==> src/hdl/sfc_defines.vh <==
// Purpose: shared constants for the serial flash command slice
// Assumes: included by bare name
// Notes:   opcodes, status layout, id stream geometry
`ifndef SFC_DEFINES_VH
`define SFC_DEFINES_VH
`define SFC_OP_WREN       8'h06
`define SFC_OP_WRDI       8'h04
`define SFC_OP_RDID       8'h9f
`define SFC_OP_RDID_ALT   8'h9e
`define SFC_OP_RDSR       8'h05
`define SFC_OP_WRSR       8'h01
`define SFC_OP_PP         8'h02
`define SFC_OP_SE         8'hd8
`define SFC_OP_BE         8'hc7
`define SFC_ST_BUSY       0
`define SFC_ST_LATCH      1
`define SFC_ST_PROT0      2
`define SFC_ST_PROT1      3
`define SFC_ST_LOCK       7
`define SFC_IDLEN         8'h10
`define SFC_ID_BYTES      5'd20
`define SFC_ID_LAST       5'd19
`define SFC_CUST_FIRST    5'd4
`define SFC_BIT_LAST      3'h7
`define SFC_ERR_NONE      2'h0
`define SFC_CYC_NS        10
`define SFC_CYCLE_NS      1000
`endif

==> src/hdl/sfc_fifo.v <==
// Purpose: small flip-flop fifo for outgoing id/status bytes
// Assumes: single clock, same-cycle push and pop allowed
// Notes:   full and empty are exact
`timescale 1ns/1ps
`default_nettype none
module sfc_fifo #(
   parameter WIDTH = 8,
   parameter DEPTH = 16,
   parameter AW    = 4
) (
   input  wire             clk,
   input  wire             rst_n,
   input  wire             flush,
   input  wire [WIDTH-1:0] in_data,
   input  wire             in_valid,
   output wire             in_ready,
   output wire [WIDTH-1:0] out_data,
   output wire             out_valid,
   input  wire             out_ready
);
   reg [WIDTH-1:0] mem_ff [0:DEPTH-1];
   reg [AW-1:0]    wr_ff;
   reg [AW-1:0]    rd_ff;
   reg [AW:0]      cnt_ff;
   wire            push = in_valid && in_ready;
   wire            pop  = out_valid && out_ready;
   assign in_ready  = (cnt_ff != DEPTH[AW:0]);
   assign out_valid = (cnt_ff != {(AW+1){1'b0}});
   assign out_data  = mem_ff[rd_ff];
   // pointers and count; flush empties at deselect
   always @(posedge clk) begin
      if (!rst_n || flush) begin
         wr_ff  <= {AW{1'b0}};
         rd_ff  <= {AW{1'b0}};
         cnt_ff <= {(AW+1){1'b0}};
      end else begin
         if (push) wr_ff <= (wr_ff == DEPTH[AW-1:0] - 1'b1) ? {AW{1'b0}} : wr_ff + 1'b1;
         if (pop)  rd_ff <= (rd_ff == DEPTH[AW-1:0] - 1'b1) ? {AW{1'b0}} : rd_ff + 1'b1;
         cnt_ff <= cnt_ff + {{AW{1'b0}}, push} - {{AW{1'b0}}, pop};
      end
   end
   // storage, no reset needed
   always @(posedge clk) begin
      if (push) mem_ff[wr_ff] <= in_data;
   end
endmodule // sfc_fifo
`default_nettype wire

==> src/hdl/sfc_top.v <==
// Purpose: command interpreter for status, identification and write-enable latch
// Assumes: spi mode 0/3, link pins sampled by clk (3 flops, 2nd==3rd agree)
// Notes:   program/erase engines are outside; this block owns the
//          latch, status byte, protect bits and id stream
//          the link clock is oversampled, so clk must run well above
//          eight times the link rate; a faster host loses bits
//          region checks for program/erase stay with the array engine
// Overview of operation
// - select, shift write-disable opcode, deselect; latch then clears.
// - latch clears at reset and completion of erase, program, status write, disable.
// - id stream starts with one maker byte.
// - then memory type byte and capacity byte.
// - then length byte 10h and sixteen custom factory bytes.
// - id request ignored while erase or program runs; cycle unaffected.
// - after select the host shifts an 8-bit opcode.
// - id bits change on falling clock edges: 24-bit id, length, 16 bytes.
// - deselect ends output anytime; device returns to standby.
// - status reads served at all times, even during busy cycles.
// - status byte repeats while selected.
// - busy bit is 1 during status write, program or erase.
// - enable bit mirrors latch; at 0 write/program/erase refused.
// - protect bits nonvolatile, changed only by status write; here reset reloads them from BP_INIT.
// - protect bits nonzero refuse program/erase to protected region.
// - protect bits writable only outside hardware-locked mode.
// - whole-array erase only when all protect bits are zero.
// - locked mode when lock bit is 1 and protect pin low.
// - in locked mode lock and protect bits read-only, status write refused.
// - everything moves msb first.
// - write-disable counts only if deselect falls on an 8-clock boundary.
// - status bits 6..4 read zero.
`timescale 1ns/1ps
`default_nettype none
`include "sfc_defines.vh"
module sfc_top #(
   parameter [7:0]   MAKER_ID  = 8'h5a,   // arbitrary value
   parameter [7:0]   MEM_TYPE  = 8'h3c,   // arbitrary value
   parameter [7:0]   MEM_CAP   = 8'h11,   // arbitrary value
   parameter [127:0] CUSTOM_DATA = 128'h0,
   parameter [1:0]   BP_INIT   = 2'h0,
   parameter         LOCK_INIT = 1'b0,
   parameter         CYC_CNT   = `SFC_CYCLE_NS / `SFC_CYC_NS
) (
   input  wire       clk,
   input  wire       rst_n,
   input  wire       chip_sel_n,
   input  wire       serial_clk,
   input  wire       serial_data_in,
   input  wire       write_protect_n,
   output reg        serial_data_out_ff,
   output reg        serial_data_out_oe_n_ff,
   output reg        op_start_ff,
   output reg  [7:0] op_code_ff,
   output reg  [1:0] op_bp_ff,
   output reg        write_enable_latch_ff,
   output reg        hardware_locked_mode_ff,
   output reg        cycle_busy_flag_ff
);
   localparam S_CMD = 2'h0;
   localparam S_OUT = 2'h1;
   localparam S_ARG = 2'h2;
   localparam S_IGN = 2'h3;
   // frame states: S_CMD collects the opcode, S_OUT streams bytes,
   // S_ARG collects the status write byte, S_IGN swallows the rest
   // of a frame that needs no further action
   // three-stage input samplers; stage one may be metastable,
   // so nothing but stages two and three is ever looked at
   reg [2:0] cs_s_ff;   // select pin history
   reg [2:0] ck_s_ff;   // link clock pin history
   reg [2:0] di_s_ff;   // link data pin history
   reg [2:0] wp_s_ff;   // protect pin history
   always @(posedge clk) begin
      if (!rst_n) begin
         cs_s_ff <= 3'h7;
         ck_s_ff <= 3'h0;
         di_s_ff <= 3'h0;
         wp_s_ff <= 3'h7;
      end else begin
         cs_s_ff <= {cs_s_ff[1:0], chip_sel_n};
         ck_s_ff <= {ck_s_ff[1:0], serial_clk};
         di_s_ff <= {di_s_ff[1:0], serial_data_in};
         wp_s_ff <= {wp_s_ff[1:0], write_protect_n};
      end
   end
   // stable levels: only stages two and three are looked at
   // a level moves only when both late stages agree
   reg cs_q_ff;
   reg ck_q_ff;
   reg wp_q_ff;
   always @(posedge clk) begin
      if (!rst_n) begin
         cs_q_ff <= 1'b1;
         ck_q_ff <= 1'b0;
         wp_q_ff <= 1'b1;
      end else begin
         if (cs_s_ff[1] == cs_s_ff[2]) cs_q_ff <= cs_s_ff[2];
         if (ck_s_ff[1] == ck_s_ff[2]) ck_q_ff <= ck_s_ff[2];
         if (wp_s_ff[1] == wp_s_ff[2]) wp_q_ff <= wp_s_ff[2];
      end
   end
   // edge strobes are one clk wide; look-ahead on the agreed level
   // saves a cycle of latency on every link edge
   wire ck_now  = (ck_s_ff[1] == ck_s_ff[2]) ? ck_s_ff[2] : ck_q_ff;
   wire cs_now  = (cs_s_ff[1] == cs_s_ff[2]) ? cs_s_ff[2] : cs_q_ff;
   wire sel     = !cs_now;
   wire rise    = sel && ck_now && !ck_q_ff;
   wire fall    = sel && !ck_now && ck_q_ff;
   wire desel   = cs_now && !cs_q_ff;
   // status image; bits 6..4 are tied low and the write byte's
   // low two bits never reach the register
   reg  [1:0] bp_ff;
   reg        lock_ff;
   wire       hw_lock = lock_ff && !wp_q_ff;
   wire [7:0] status  = {lock_ff, 3'h0, bp_ff, write_enable_latch_ff,
                         cycle_busy_flag_ff};
   // link shifter state; frame state, bit and id counters and output enable return
   // to idle on deselect; the opcode and status write byte stay, as deselect needs them
   reg  [1:0] st_ff;
   reg  [7:0] sh_ff;
   reg  [2:0] bitc_ff;
   reg  [7:0] cmd_ff;
   reg        inbyte_ff;      // a full byte just landed
   reg  [7:0] arg_ff;
   reg        argok_ff;
   reg  [4:0] idx_ff;
   reg  [7:0] obyte_ff;
   reg        ovalid_ff;
   reg        is_id_ff;
   reg [15:0] cyc_ff;
   // fifo carries queued output bytes; refilled per byte
   // status is pushed only into an empty fifo so a poll always
   // returns a fresh busy bit rather than a stale queued copy
   wire [7:0] f_out;
   wire       f_valid;
   wire       f_ready;
   reg        f_pop;
   reg  [7:0] f_in;
   reg        f_push;
   sfc_fifo #(.WIDTH(8), .DEPTH(16), .AW(4)) u_fifo (
      .clk       (clk),
      .rst_n     (rst_n),
      .flush     (desel),
      .in_data   (f_in),
      .in_valid  (f_push),
      .in_ready  (f_ready),
      .out_data  (f_out),
      .out_valid (f_valid),
      .out_ready (f_pop)
   );
   // byte source: id stream or repeating status
   // past the last id byte nothing is pushed and the line idles high
   always @* begin
      f_in   = status;
      f_push = 1'b0;
      if (st_ff == S_OUT && f_ready) begin
         if (!is_id_ff) begin
            f_push = !f_valid;
         end else if (idx_ff < `SFC_ID_BYTES) begin
            f_push = 1'b1;
            case (idx_ff)
               5'd0:    f_in = MAKER_ID;
               5'd1:    f_in = MEM_TYPE;
               5'd2:    f_in = MEM_CAP;
               5'd3:    f_in = `SFC_IDLEN;
               default: f_in = CUSTOM_DATA[8'd127 - {idx_ff - `SFC_CUST_FIRST, 3'h0} -: 8];
            endcase
         end
      end
   end
   // shift engine, msb first both ways
   // input bits are taken on link rises, output bits launched on falls,
   // so each bit settles before the host's next rise, half a link period less the sampler delay
   // the bit counter is shared by both directions of the frame
   always @(posedge clk) begin
      if (!rst_n) begin
         st_ff <= S_CMD;
         sh_ff <= 8'h00;
         bitc_ff <= 3'h0;
         cmd_ff <= 8'h00;
         inbyte_ff <= 1'b0;
         arg_ff <= 8'h00;
         argok_ff <= 1'b0;
         idx_ff <= 5'd0;
         obyte_ff <= 8'h00;
         ovalid_ff <= 1'b0;
         is_id_ff <= 1'b0;
         f_pop <= 1'b0;
         serial_data_out_ff <= 1'b1;
         serial_data_out_oe_n_ff <= 1'b1;
      end else begin
         f_pop <= 1'b0;
         if (f_push && is_id_ff) idx_ff <= idx_ff + 5'd1;
         if (!sel) begin
            st_ff <= S_CMD;
            bitc_ff <= 3'h0;
            idx_ff <= 5'd0;
            ovalid_ff <= 1'b0;
            inbyte_ff <= 1'b0;                                      // clockless frame must not reuse it
            serial_data_out_oe_n_ff <= 1'b1;
         end else if (rise) begin
            sh_ff   <= {sh_ff[6:0], di_s_ff[2]};
            bitc_ff <= bitc_ff + 3'h1;
            inbyte_ff <= (bitc_ff == `SFC_BIT_LAST);
            // decode on the eighth rise; a read answer begins on the
            // very next fall, so the state must be set here
            if (bitc_ff == `SFC_BIT_LAST && st_ff == S_CMD) begin
               cmd_ff <= {sh_ff[6:0], di_s_ff[2]};
               case ({sh_ff[6:0], di_s_ff[2]})
                  `SFC_OP_RDSR: begin
                     st_ff <= S_OUT;
                     is_id_ff <= 1'b0;
                  end
                  `SFC_OP_RDID, `SFC_OP_RDID_ALT: begin
                     st_ff    <= cycle_busy_flag_ff ? S_IGN : S_OUT;
                     is_id_ff <= 1'b1;
                  end
                  `SFC_OP_WRSR: st_ff <= S_ARG;
                  default:      st_ff <= S_IGN;
               endcase
               argok_ff <= 1'b0;
            end else if (bitc_ff == `SFC_BIT_LAST && st_ff == S_ARG) begin
               arg_ff <= {sh_ff[6:0], di_s_ff[2]};
               argok_ff <= 1'b1;
               st_ff <= S_IGN;
            end
         // on a byte boundary the next byte is pulled; an empty fifo
         // shows ones rather than stalling the host
         end else if (fall && st_ff == S_OUT) begin
            serial_data_out_oe_n_ff <= 1'b0;
            if (!ovalid_ff || bitc_ff == 3'h0) begin
               serial_data_out_ff <= f_valid ? f_out[7] : 1'b1;
               obyte_ff  <= {f_out[6:0], 1'b1};
               ovalid_ff <= f_valid;
               f_pop     <= f_valid;
            end else begin
               serial_data_out_ff <= obyte_ff[7];
               obyte_ff <= {obyte_ff[6:0], 1'b1};
            end
         end
      end
   end
   // command completion on deselect at byte boundary
   // all writes act only on deselect, so a cut frame changes nothing
   wire on_byte = desel && bitc_ff == 3'h0 && inbyte_ff;
   wire do_wren = on_byte && cmd_ff == `SFC_OP_WREN && !cycle_busy_flag_ff;
   wire do_wrdi = on_byte && cmd_ff == `SFC_OP_WRDI && !cycle_busy_flag_ff;
   wire do_wrsr = on_byte && cmd_ff == `SFC_OP_WRSR && argok_ff && write_enable_latch_ff
                  && !hw_lock && !cycle_busy_flag_ff;
   wire do_pe   = on_byte && write_enable_latch_ff && !cycle_busy_flag_ff
                  && ((cmd_ff == `SFC_OP_PP) || (cmd_ff == `SFC_OP_SE)
                  || (cmd_ff == `SFC_OP_BE && bp_ff == 2'h0));
   // latch, protect bits, busy timer and outward handoff
   // the busy time is a fixed count; the array engine's real timing
   // is not fed back, a trade for a self-contained slice
   always @(posedge clk) begin
      if (!rst_n) begin
         write_enable_latch_ff <= 1'b0;
         bp_ff <= BP_INIT;
         lock_ff <= LOCK_INIT;
         cycle_busy_flag_ff <= 1'b0;
         cyc_ff <= 16'h0000;
         op_start_ff <= 1'b0;
         op_code_ff <= 8'h00;
         op_bp_ff <= 2'h0;
         hardware_locked_mode_ff <= 1'b0;
      end else begin
         hardware_locked_mode_ff <= hw_lock;
         op_start_ff <= 1'b0;
         if (do_wren) write_enable_latch_ff <= 1'b1;
         if (do_wrdi) write_enable_latch_ff <= 1'b0;
         if (do_wrsr || do_pe) begin
            cycle_busy_flag_ff <= 1'b1;
            cyc_ff      <= CYC_CNT[15:0];
            op_start_ff <= do_pe;
            op_code_ff  <= cmd_ff;
            op_bp_ff    <= bp_ff;
            if (do_wrsr) begin
               bp_ff   <= {arg_ff[`SFC_ST_PROT1], arg_ff[`SFC_ST_PROT0]};
               lock_ff <= arg_ff[`SFC_ST_LOCK];
            end
         // count down; the latch drops in the same cycle busy ends
         // so a poll never sees idle with the latch still set
         end else if (cycle_busy_flag_ff) begin
            if (cyc_ff <= 16'h0001) begin
               cycle_busy_flag_ff    <= 1'b0;
               write_enable_latch_ff <= 1'b0;
            end
            cyc_ff <= cyc_ff - 16'h0001;
         end
      end
   end
endmodule // sfc_top
`default_nettype wire

==> config.mk <==
export PLATFORM = sky130hd
export DESIGN_NAME = sfc_top
export DESIGN_NICKNAME = d
export VERILOG_FILES = /design/src/hdl/sfc_fifo.v /design/src/hdl/sfc_top.v
export VERILOG_INCLUDE_DIRS = /design/src /design/src/hdl
export SDC_FILE = /design/constraint.sdc
export NUM_CORES = 1
export LEC_CHECK = 0
export BUFFER_PORTS_ARGS = -buffer_cell sky130_fd_sc_hd__buf_2
export CAP_MARGIN = 20
export CELL_PAD_IN_SITES_DETAIL_PLACEMENT = 1
export CELL_PAD_IN_SITES_GLOBAL_PLACEMENT = 1
export CORE_MARGIN = 5
export CORE_UTILIZATION = 52
export DETAILED_ROUTE_END_ITERATION = 12
export PLACE_DENSITY = 0.75
export SYNTH_ARGS = -nofsm -noshare
export SYNTH_HDL_FRONTEND = slang
export SYNTH_SLANG_ARGS = --single-unit
export TNS_END_PERCENT = 1
==> constraint.sdc <==
create_clock -name clk -period 3.1 [get_ports clk]
set_clock_uncertainty 0.1 [all_clocks]
set_input_delay 0 -clock clk [delete_from_list [all_inputs] [get_ports clk]]
set_output_delay 0 -clock clk [all_outputs]
set_load 0.03 [all_outputs]
; Word level (Yosys, flattened, before mapping)
; Memories as Yosys holds them, arrays and structs flattened. A register that Yosys moved wholly into a read port is not among the register bits.
; Cells that the tools add are included.
[totals]
reg_bits = 109
mem_bits_rw = 128
out_inout_bits = 16
n_memories = 1
[memory_table]
columns = memory, depth, width, rd, rd_ports_with_merged_regs, wr, line
row1 = u_fifo.mem_ff, 16, 8, 1, 1, 1, sfc_fifo.v:21  ; reg [WIDTH-1:0] mem_ff [0:DEPTH-1];
[classes]
addsub = 9
order_cmp = 2
eq_ne = 22
shifts = 1
n_mux = 35
n_bitwise = 6
n_reduce_logical = 66
[op_table]
columns = operator, count
row1 = 135-bit by 9-bit indexed part select with 8-bit output (first input constant), 1
row2 = 8-bit equality test (second input constant), 4
row3 = 8-bit 2-to-1 mux, 4
row4 = 8-bit case mux with 4 select lines, 1
row5 = 1-bit logical AND, 28
row6 = 8-bit by 3-bit equality test with 1-bit output (second input constant), 3
row7 = 1-bit 2-to-1 mux, 19
row8 = 8-bit by 1-bit equality test with 1-bit output (second input constant), 2
row9 = 16-bit by 1-bit less-or-equal comparator with 1-bit output (second input constant), 1
row10 = 4-bit 2-to-1 mux, 4
row11 = 16-bit by 1-bit subtractor with 16-bit output (second input constant), 1
row12 = 7-bit 2-to-1 mux, 2
row13 = 3-bit AND reduction, 4
row14 = 5-bit by 2-bit equality test with 1-bit output (second input constant), 2
row15 = 1-bit zero test, 10
row16 = 2-bit AND reduction, 5
row17 = 4-bit by 1-bit adder with 4-bit output (second input constant), 2
row18 = 4-bit equality test (second input constant), 2
row19 = 8-bit by 2-bit equality test with 1-bit output (second input constant), 1
row20 = 4-bit AND reduction, 2
row21 = 7-bit by 8-bit subtractor with 8-bit output (first input constant), 1
row22 = 2-bit 2-to-1 mux, 3
row23 = 1-bit inverter, 6
row24 = 2-bit case mux with 3 select lines, 1
row25 = other kinds (21), 32

; Longest topological paths before layout
; Gate-level depths: netlist (run 1).
[logic_depth]
depth_word = 12
ltp_mapped = 14
ltp_nobuf = 13

; Modules after synthesis
; From an unflattened synthesis (run 1), not the netlist that was laid out.
[hier_totals]
cells_unflattened = 728
area_unflattened_um2 = 9713.1
[modules_own_cells]
columns = module, instances, cells_each, area_each_um2, seq_area_each_um2
row1 = sfc_fifo, 1, 307, 5824.3, 4184.0
row2 = sfc_top, 1, 421, 3888.7, 1821.7

; Least setup slack after synthesis (run 1)
; No wires, ideal clock.
[synth_timing]
path_type = reg-to-reg
from = register u_fifo.cnt_ff[3]
to = register u_fifo.cnt_ff[4]
arrival_ns = 2.463
required_ns = 2.872
setup_slack_ns = 0.409
path_stages_with_launch = 15
path_buffers = 1
period_less_slack_ns = 2.691
cell_sequence = dfxtp_1 inv_1 ha_1 nor4b_1 nor2b_1 clkbuf_1 nand2_1 o21ai_0 ha_1 fa_1 a21oi_1 nor2_1 nor2_1 xnor2_1 nor2_1
[synth_via]
elab_chain_cells = 7
elab_cells_between_ends = 10
cone_classes = add/sub: 2 / eq/ne: 1 / mux: 2 / reduce/logical: 5
[synth_rtl]
columns = item, line
row1 = "start, declared", sfc_fifo.v:24  ; reg [AW:0] cnt_ff;
row2 = "start signal, assigned", sfc_fifo.v:35  ; cnt_ff <= {(AW+1){1'b0}};
row3 = "start signal, assigned", sfc_fifo.v:39  ; cnt_ff <= cnt_ff + {{AW{1'b0}}, push} - {{AW{1'b0}}, pop};
row4 = 5-bit nonzero test, sfc_fifo.v:28  ; assign out_valid = (cnt_ff != {(AW+1){1'b0}});
row5 = 1-bit zero test, sfc_top.v:156  ; f_push = !f_valid;
row6 = 1-bit 2-to-1 mux, sfc_top.v:155  ; if (!is_id_ff) begin
row7 = 1-bit 2-to-1 mux, sfc_top.v:154  ; if (st_ff == S_OUT && f_ready) begin
row8 = 1-bit logical AND, sfc_fifo.v:25  ; wire push = in_valid && in_ready;
row9 = 5-bit by 1-bit adder with 5-bit output, sfc_fifo.v:39
row10 = 5-bit by 1-bit subtractor with 5-bit output *, sfc_fifo.v:39
; Every way passes the cells marked *; elsewhere a longest branch is shown, timed or not.
; A chain may end at the register's enable or synchronous reset.

; Worst setup path in the final report (run 1)
[layout_timing]
from = register u_fifo.cnt_ff[3]
to = register u_fifo.cnt_ff[4]
[layout_via]
elab_chain_cells = 7
elab_cells_between_ends = 10
cone_classes = add/sub: 2 / eq/ne: 1 / mux: 2 / reduce/logical: 5
[layout_rtl]
columns = item, line
row1 = 5-bit nonzero test, sfc_fifo.v:28
row2 = 1-bit zero test, sfc_top.v:156
row3 = 1-bit 2-to-1 mux, sfc_top.v:155
row4 = 1-bit 2-to-1 mux, sfc_top.v:154
row5 = 1-bit logical AND *, sfc_fifo.v:25
row6 = net u_fifo.push, sfc_fifo.v:25
row7 = 5-bit by 1-bit adder with 5-bit output *, sfc_fifo.v:39
row8 = 5-bit by 1-bit subtractor with 5-bit output *, sfc_fifo.v:39
; Mark *: on every way through the listed nets, which the timed path passes. The rest lies on a longest branch.

==> results of run 1 <==
flip-flops by register name, indices dropped and copies added (netlist names), 4 cells and up, named ones only:
signal / flops
cmd_ff: 8
cyc_ff: 16
idx_ff: 5
obyte_ff: 8
op_code_ff: 8
sh_ff: 7
u_fifo.cnt_ff: 5
u_fifo.mem_ff: 128
u_fifo.rd_ff: 4
u_fifo.wr_ff: 4
worst reg2reg max path, stage by stage, from the launching register on:
cell and delay [ps]:
dfxtp_1 320, inv_1 80, ha_1 170, nor3b_1 280
a21oi_1 220, nand2_1 170, inv_1 130, ha_1 250
fa_1 410, a21oi_1 150, nor2_1 50, nor2_1 120
xnor2_1 140, nor2_1 50
per-stage QoR:
stage	total power, uW	instances	cell area, sq um	hold slack [ps]
floorplan	3370	722	9740	1.47
global placement	3380	968	10200	86.8
detailed placement	3380	968	10200	95.0
CTS	6120	1018	11000	108
global route	6270	1018	11000	141
finish	6060	1018	11000	122
routing by layer:
layer  up-vias  share of wire
met1      2971           0.43
met5         -              0
met4         0          0.022
met3        39          0.046
li1       2760              -
met2       134           0.51
power by group:
group	internal, uW	switching (uW)
logic	18.5	25.3
registers	3270	3.29
clock network	1590	1150
total	4880	1170
cell type report:
type                            count  area (sq um)  area share
Inverter                           17          63.8     0.00580
Sequential cell                   236          6010       0.546
Tap cell                          234           293      0.0266
Timing Repair Buffer               54           393      0.0357
Clock inverter                     13          80.1     0.00728
Clock buffer                       31           668      0.0608
Multi-Input combinational cell    433          3490       0.318
worst paths after layout:
kind | startpoint | end | slack, ps | cells after the start
worst max-delay path | u_fifo.cnt_ff[3] | u_fifo.cnt_ff[4] | 330 | 13
worst min-delay path | serial_clk | ck_s_ff[0] | 120 | 3
worst max register to register | u_fifo.cnt_ff[3] | u_fifo.cnt_ff[4] | 330 | 13
worst min register to register | cs_s_ff[0] | cs_s_ff[1] | 310 | 1
layout by cell type (no fill, tap or decap), types with 3 or more instances in the layout:
master	synthesis	final
nor3b_1	5	5
a21boi_0	10	10
or3_1	9	9
a22oi_1	4	4
nand2b_1	14	14
nand2_1	50	50
inv_1	17	17
mux4_2	31	31
o211ai_1	3	3
a22o_1	4	4
edfxtp_1	128	128
mux2i_1	40	40
and2_1	15	15
o21ai_0	19	19
a21o_1	3	3
a21oi_1	12	12
buf_4	4	25
nor4_1	6	6
clkbuf_16	0	25
ha_1	19	19
o2111a_1	4	4
o21a_1	7	7
buf_2	7	21
nor2_1	56	56
nor3_1	12	12
clkinv_2	0	4
clkinv_1	0	8
nand3_1	15	15
xnor2_1	12	12
xor2_1	12	12
dfxtp_1	108	107
nand4_1	5	5
dlygate4sd3_1	0	6
clkbuf_1	15	4
a221oi_1	3	3
nor2b_1	17	17
what timing repair did:
action | CTS | global route
setup endpoints to repair | 0 | 1
gates resized for setup | 0 | 1
endpoints found under the hold margin | 16 | 0
buffers inserted | 0 | 0
hold buffers | 6 | 0
cell families (layout without fill, tap and decap cells):
kind of cell	count (synthesis)	after routing	synth area share
XOR/XNOR	24	24	0.0216
flip-flops	236	236	0.617
AO/OA/AOI/OAI	83	83	0.0618
multiplexers	73	73	0.115
AND/OR/NAND/NOR	232	232	0.132
adder cells (fa/ha/maj)	21	21	0.0276
buffers and inverters	53	115	0.0253
==> summary.md, run 1 <==
| Metric | Value |
|---|---|
| Count of nets after finishing | 793 |
| Status | finished, final reports clean |
| Setup CP Type | reg2reg |
| Number of global-route vias before repair | 6,484 |
| Gr busiest metal | met2 |
| Yosys top cell area share | 0.395 |
| H-tree depth | 1 |
| Met1 usage | 0.266 |
| Post-Syn Area | 0.00974 sq mm |
| Pwr dens | 551 mW/mm^2 |
| Critical Path End Type | flop |
| Most frequent cells after synthesis | 128 x edfxtp_1, 108 x dfxtp_1, 56 x nor2_1 |
| Row count | 50 |
| Hold Violations, Final | 0 |
| Synth area leader | edfxtp_1 |
| Final setup vio count | 0 |
| Synth warn | 0 |
| Synth-to-layout area growth | 12.9% |
| CTS Buf Count | 25 |
| Async set-or-reset flop fraction in the synthesized netlist | 0 |
| CTS Sinks | 236 |
| Most numerous cell in the Yosys netlist | edfxtp_1 |
| M3 GR Usage | 0.0349 |
| Ys flop type | edfxtp_1 |
| Fraction of layout cells with a size suffix above 1 | 0.167 |
| Buf/Inv on CP | 2 |
| Leakage power | 0.00371 uW |
| Worst-Skew Late Latency | 520 ps |
| Root Buffer | clkbuf_16 |
| Chip Height | 147 microns |
| All-layer global routing usage | 0.207 |
| Fillers | 1,810 |
| Cell count after synthesis | 722 |
| Netlist cell types | 71 |
| Max stage delay on crit path | 410 ps |
| Avg Vias per Cell | 5.80 |
| Drt total wl | 21,700 microns |
| Die ar. | 0.0216 sq mm |
| Met2 global-route usage | 0.363 |
| EDFF count, synth | 128 |
| Register area share after synthesis | 0.617 |
| ANT nets after route | 0 |
| Crit path time final | 2770 ps |
| I/O pin count | 22 |
| Worst Path Required | 3380 ps |
| FF+latch count, synth | 236 |
| DRC viols | 0 |
| Fin crit share | 0.895 |
| Worst slew pin tran | 714 ps |
| Largest net degree at the start of global routing | 35 |
| Worst path cell trace | inv_1 -> ha_1 -> nor3b_1 -> a21oi_1 -> nand2_1 -> inv_1 -> ha_1 -> fa_1 -> a21oi_1 -> nor2_1 -> nor2_1 -> xnor2_1 -> nor2_1 |
| Grt ovf | 0 |
| Crit path DAT | 3050 ps |
| Maximum VDD drop | 438 uV |
| CTS tree | done |
| Synth top area cells | edfxtp_1 39%, dfxtp_1 22%, mux4_2 7.2% |
| Slew Viols, Final | 0 |
| Cell repeated most along the worst path | nor2_1 |
| Crit-path max FO | 7 |
| Wirelength per Cell | 21.3 microns |
| Worst path top cell family by delay | adder cells |
| Via count | 5,904 |
| First-pass GRT wire length | 35,400 microns |
| Count of buffers from port buffering | 21 |
| First-pass DRT Iterations | 4 |
| Clk slew on worst S/H paths | 60 ps |
| Maxcap violations | 0 |
| Post-DP HPWL | 14,700 microns |
| Setup_tns | 0 ps |
| Core box area | 0.0186 sq mm |
| Die X | 147 microns |
| Final Wtd Congestion | 0.779 |
| Antenna cells | 0 |
| CTS max path bufs | 3 |
| Setup ws final | 326 ps |
| Slowest-stage cell, CP | fa_1 |
| Syn_area_per_cell | 13.5 sq um |
| Fmax achieved | 0.361 GHz |
| Pre-CTS setup slack | 274 ps |
| Starting density of the core | 0.524 |
| HP Class | in2reg |
| RSZ-0062 raised after global routing | no |
| Initial antenna violation count | 0 |
| CP Launch Type | flop |
| Slew HR | 0.524 |
| Core Util, Final | 0.592 |
| Syn Nets | 748 |
| Initial DRC Count | 351 |
Note: power is estimated with default switching activity, not from simulation.
==> run 2: changes to the inputs <==
CORE_UTILIZATION = 41   (was 52)
PLACE_DENSITY = 0.61   (was 0.75)
clock period = 3.3 ns   (was 3.1 ns; I/O delays follow)
==> run 2 against run 1 <==
First-iteration DRC count fell by 19%. Power is 3.9% lower. Setup slack better by 120 ps. Final area is 1.1% higher. Via count decreased by 0.59%. Flip-flop and latch count unchanged. Sequential power fell by 6.1%. Hold slack worse by 23 ps. Sequential share of layout area shrank 0.58 points. Critical endpoint is now u_fifo.mem_ff[5][7].
==> summary.md, run 2 (synthesis results as in run 1) <==
| Metric | Value |
|---|---|
| Stages on the worst setup path | 8 (-5) |
| Crit path DAT | 2900 ps (-150 ps) |
| Pwr dens | 524 mW/mm^2 (-4.9%) |
| CTS Sinks | 236 (unchanged) |
| Chip Height | 164 microns (+12%) |
| Clock power frac | 0.465 (+0.013) |
| Largest net degree at the start of global routing | 36 (+2.9%) |
| H-tree depth | 1 (unchanged) |
| Post-CTS sizing | 0 (unchanged) |
| Worst path top cell family by delay | simple AND/OR/NAND/NOR gates |
| Critical Path End Type | flop |
| Row count | 56 (+12%) |
| Maxcap violations | 0 (unchanged) |
| Count of nets after finishing | 792 (-0.13%) |
| Initial antenna violation count | 0 (unchanged) |
| Setup CP Type | reg2reg |
| Status | finished, final reports clean |
| Hold Violations, Final | 0 (unchanged) |
| Via count | 5,869 (-0.59%) |
| Count of buffers from port buffering | 21 (unchanged) |
| First-pass GRT wire length | 35,700 microns (+0.80%) |
| Worst-Skew Late Latency | 520 ps (about the same) |
| Critical R2R Capture | u_fifo.mem_ff[5][7] |
| Die X | 164 microns (+12%) |
| Slew Viols, Final | 0 (unchanged) |
| Pre-CTS setup slack | 465 ps (+191 ps) |
| CTS Buf Count | 26 (+4.0%) |
| I/O pin count | 22 (unchanged) |
| DRC viols | 0 (unchanged) |
| Crit path capture | u_fifo.mem_ff[5][7] |
| Die ar. | 0.0269 sq mm (+25%) |
| Pwr Total | 5820 uW (-3.9%) |
| R2R setup slack | 450 ps (+120 ps) |
| Setup_tns | 0 ps (unchanged) |
| CP startpoint | u_fifo.cnt_ff[2] |
| All-layer global routing usage | 0.170 (-0.0371) |
| HP Class | in2reg |
| First-pass DRT Iterations | 4 (unchanged) |
| Post-DP HPWL | 15,400 microns (+4.3%) |
| Worst slew pin tran | 933 ps (+220 ps) |
| Setup Fix Bufs, Post-CTS | 0 (unchanged) |
| Antenna cells | 0 (unchanged) |
| Largest regs | u_fifo.mem_ff x128, cyc_ff x16 |
| Hold Buf Count CTS | 6 (unchanged) |
| Crit path time final | 2850 ps (+77.2 ps) |
| Max stage delay on crit path | 640 ps (+230 ps) |
| P_int | 4680 uW (-4.2%) |
| Initial DRC Count | 285 (-19%) |
| Avg Vias per Cell | 5.32 (-8.3%) |
| CTS max path bufs | 3 (unchanged) |
| Worst Reg-to-Reg Cells | 8 (-5) |
| Root Buffer | clkbuf_16 |
| Fmax achieved | 0.351 GHz (-2.7%) |
| CP Launch Type | flop |
| Wirelength per Cell | 20.2 microns (-5.3%) |
| Slowest-stage cell, CP | nor2_1 |
| Core Util, Final | 0.475 (-0.117) |
| Grt ovf | 0 (unchanged) |
| Part of the power in registers | 0.528 (-0.012) |
| Sw Share | 0.197 (+0.00302) |
| Drt total wl | 22,200 microns (+2.7%) |
| RSZ-0062 raised after global routing | no |
| Net switching power figure | 1150 uW (-2.4%) |
| Fraction of layout cells with a size suffix above 1 | 0.167 (-0.000213) |
| Crit-path max FO | 8 (+1) |
| Leakage power | 0.00372 uW (+0.20%) |
| Commonest non-fill, non-tap cell in the layout | edfxtp_1 |
| Final Wtd Congestion | 0.779 (about the same) |
| Number of global-route vias before repair | 6,197 (-4.4%) |
| Maximum VDD drop | 384 uV (-12%) |
| Final setup vio count | 0 (unchanged) |
| Starting density of the core | 0.416 (-0.108) |
| Core box area | 0.0234 sq mm (+26%) |
| Setup ws final | 449 ps (+123 ps) |
| Worst path cell trace | inv_1 -> ha_1 -> nor3b_1 -> a21oi_1 -> nand2_1 -> inv_1 -> nand2_1 -> nor2_1 |
| FF-to-FF Start | u_fifo.cnt_ff[2] |
| Most frequent cells in the layout | 128 x edfxtp_1, 107 x dfxtp_1, 56 x nor2_1, 50 x nand2_1, 40 x mux2i_1 |
| Top reg by flops | u_fifo.mem_ff |
| ANT nets after route | 0 (unchanged) |
| Synth-to-layout area growth | 14.1% |
| Fin crit share | 0.864 (-0.0308) |
| Clk slew on worst S/H paths | 60 ps (about the same) |
| Slew HR | 0.377 (-0.147) |
| Logic pwr share | 0.007 (about the same) |
| Max reg flops | 128 (unchanged) |
| Buf/Inv on CP | 2 (unchanged) |
| CTS tree | done |
| Worst Path Required | 3340 ps (-40 ps) |
-- run 2: changes by cell type in the layout (fill, tap and decap cells not counted), sizes merged --
cell and delta:
clkinv -1, buf -2, clkbuf +4
-- run 2: cell type report --
class                      count  area, sq um
multi-input combinational    433         3490
timing repair buffer          52          365
tap                          319          399
clock buffer                  35          716
fill                        2383        12300
sequential                   236         6010
clock inverter                12         78.8
inverter                      17         63.8
-- run 2: per-stage QoR --
step                      std cells  hold slack (ps)  instance area, sq um
after global placement         1051             96.4                 10300
after floorplan                 722             1.47                  9740
final                          1104             98.8                 11100
after detailed placement       1051              101                 10300
after global routing           1104              107                 11100
after CTS                      1104             81.8                 11100
-- run 2: power groups by stage --
| stage | sequential, uW | combinational (uW) | clock, uW |
|---|---|---|---|
| 3_5_place_dp | 3140 | 38.3 | 0 |
| 6_report | 3070 | 42.9 | 2710 |
| 4_1_cts | 3070 | 43.9 | 2780 |
| 5_1_grt | 3070 | 48.2 | 2920 |
| 2_1_floorplan | 3140 | 26.2 | 0 |
| 3_3_place_gp | 3140 | 37.3 | 0 |
-- run 2: worst min path at each step --
stage,from,endpoint,slack (ps),depth (start not counted)
2_1_floorplan,chip_sel_n,cs_s_ff[0],1,1
3_3_place_gp,chip_sel_n,cs_s_ff[0],100,2
3_5_place_dp,chip_sel_n,cs_s_ff[0],100,2
4_1_cts,chip_sel_n,cs_s_ff[0],80,3
5_1_grt,chip_sel_n,cs_s_ff[0],110,3
6_report,chip_sel_n,cs_s_ff[0],100,3
-- run 2: worst reg2reg max path, stage by stage (launching register included) --
cell     delay (ps)
dfxtp_1         340
inv_1            70
ha_1            200
nor3b_1         150
a21oi_1         380
nand2_1         200
inv_1           240
nand2_1         150
nor2_1          640
-- run 2: metal layers --
| metal | global-route usage | part of all wire |
|---|---|---|
| met4 | 0.0419 | 0.018 |
| met5 | 0 | 0 |
| met2 | 0.276 | 0.48 |
| met1 | 0.244 | 0.46 |
| met3 | 0.0211 | 0.032 |
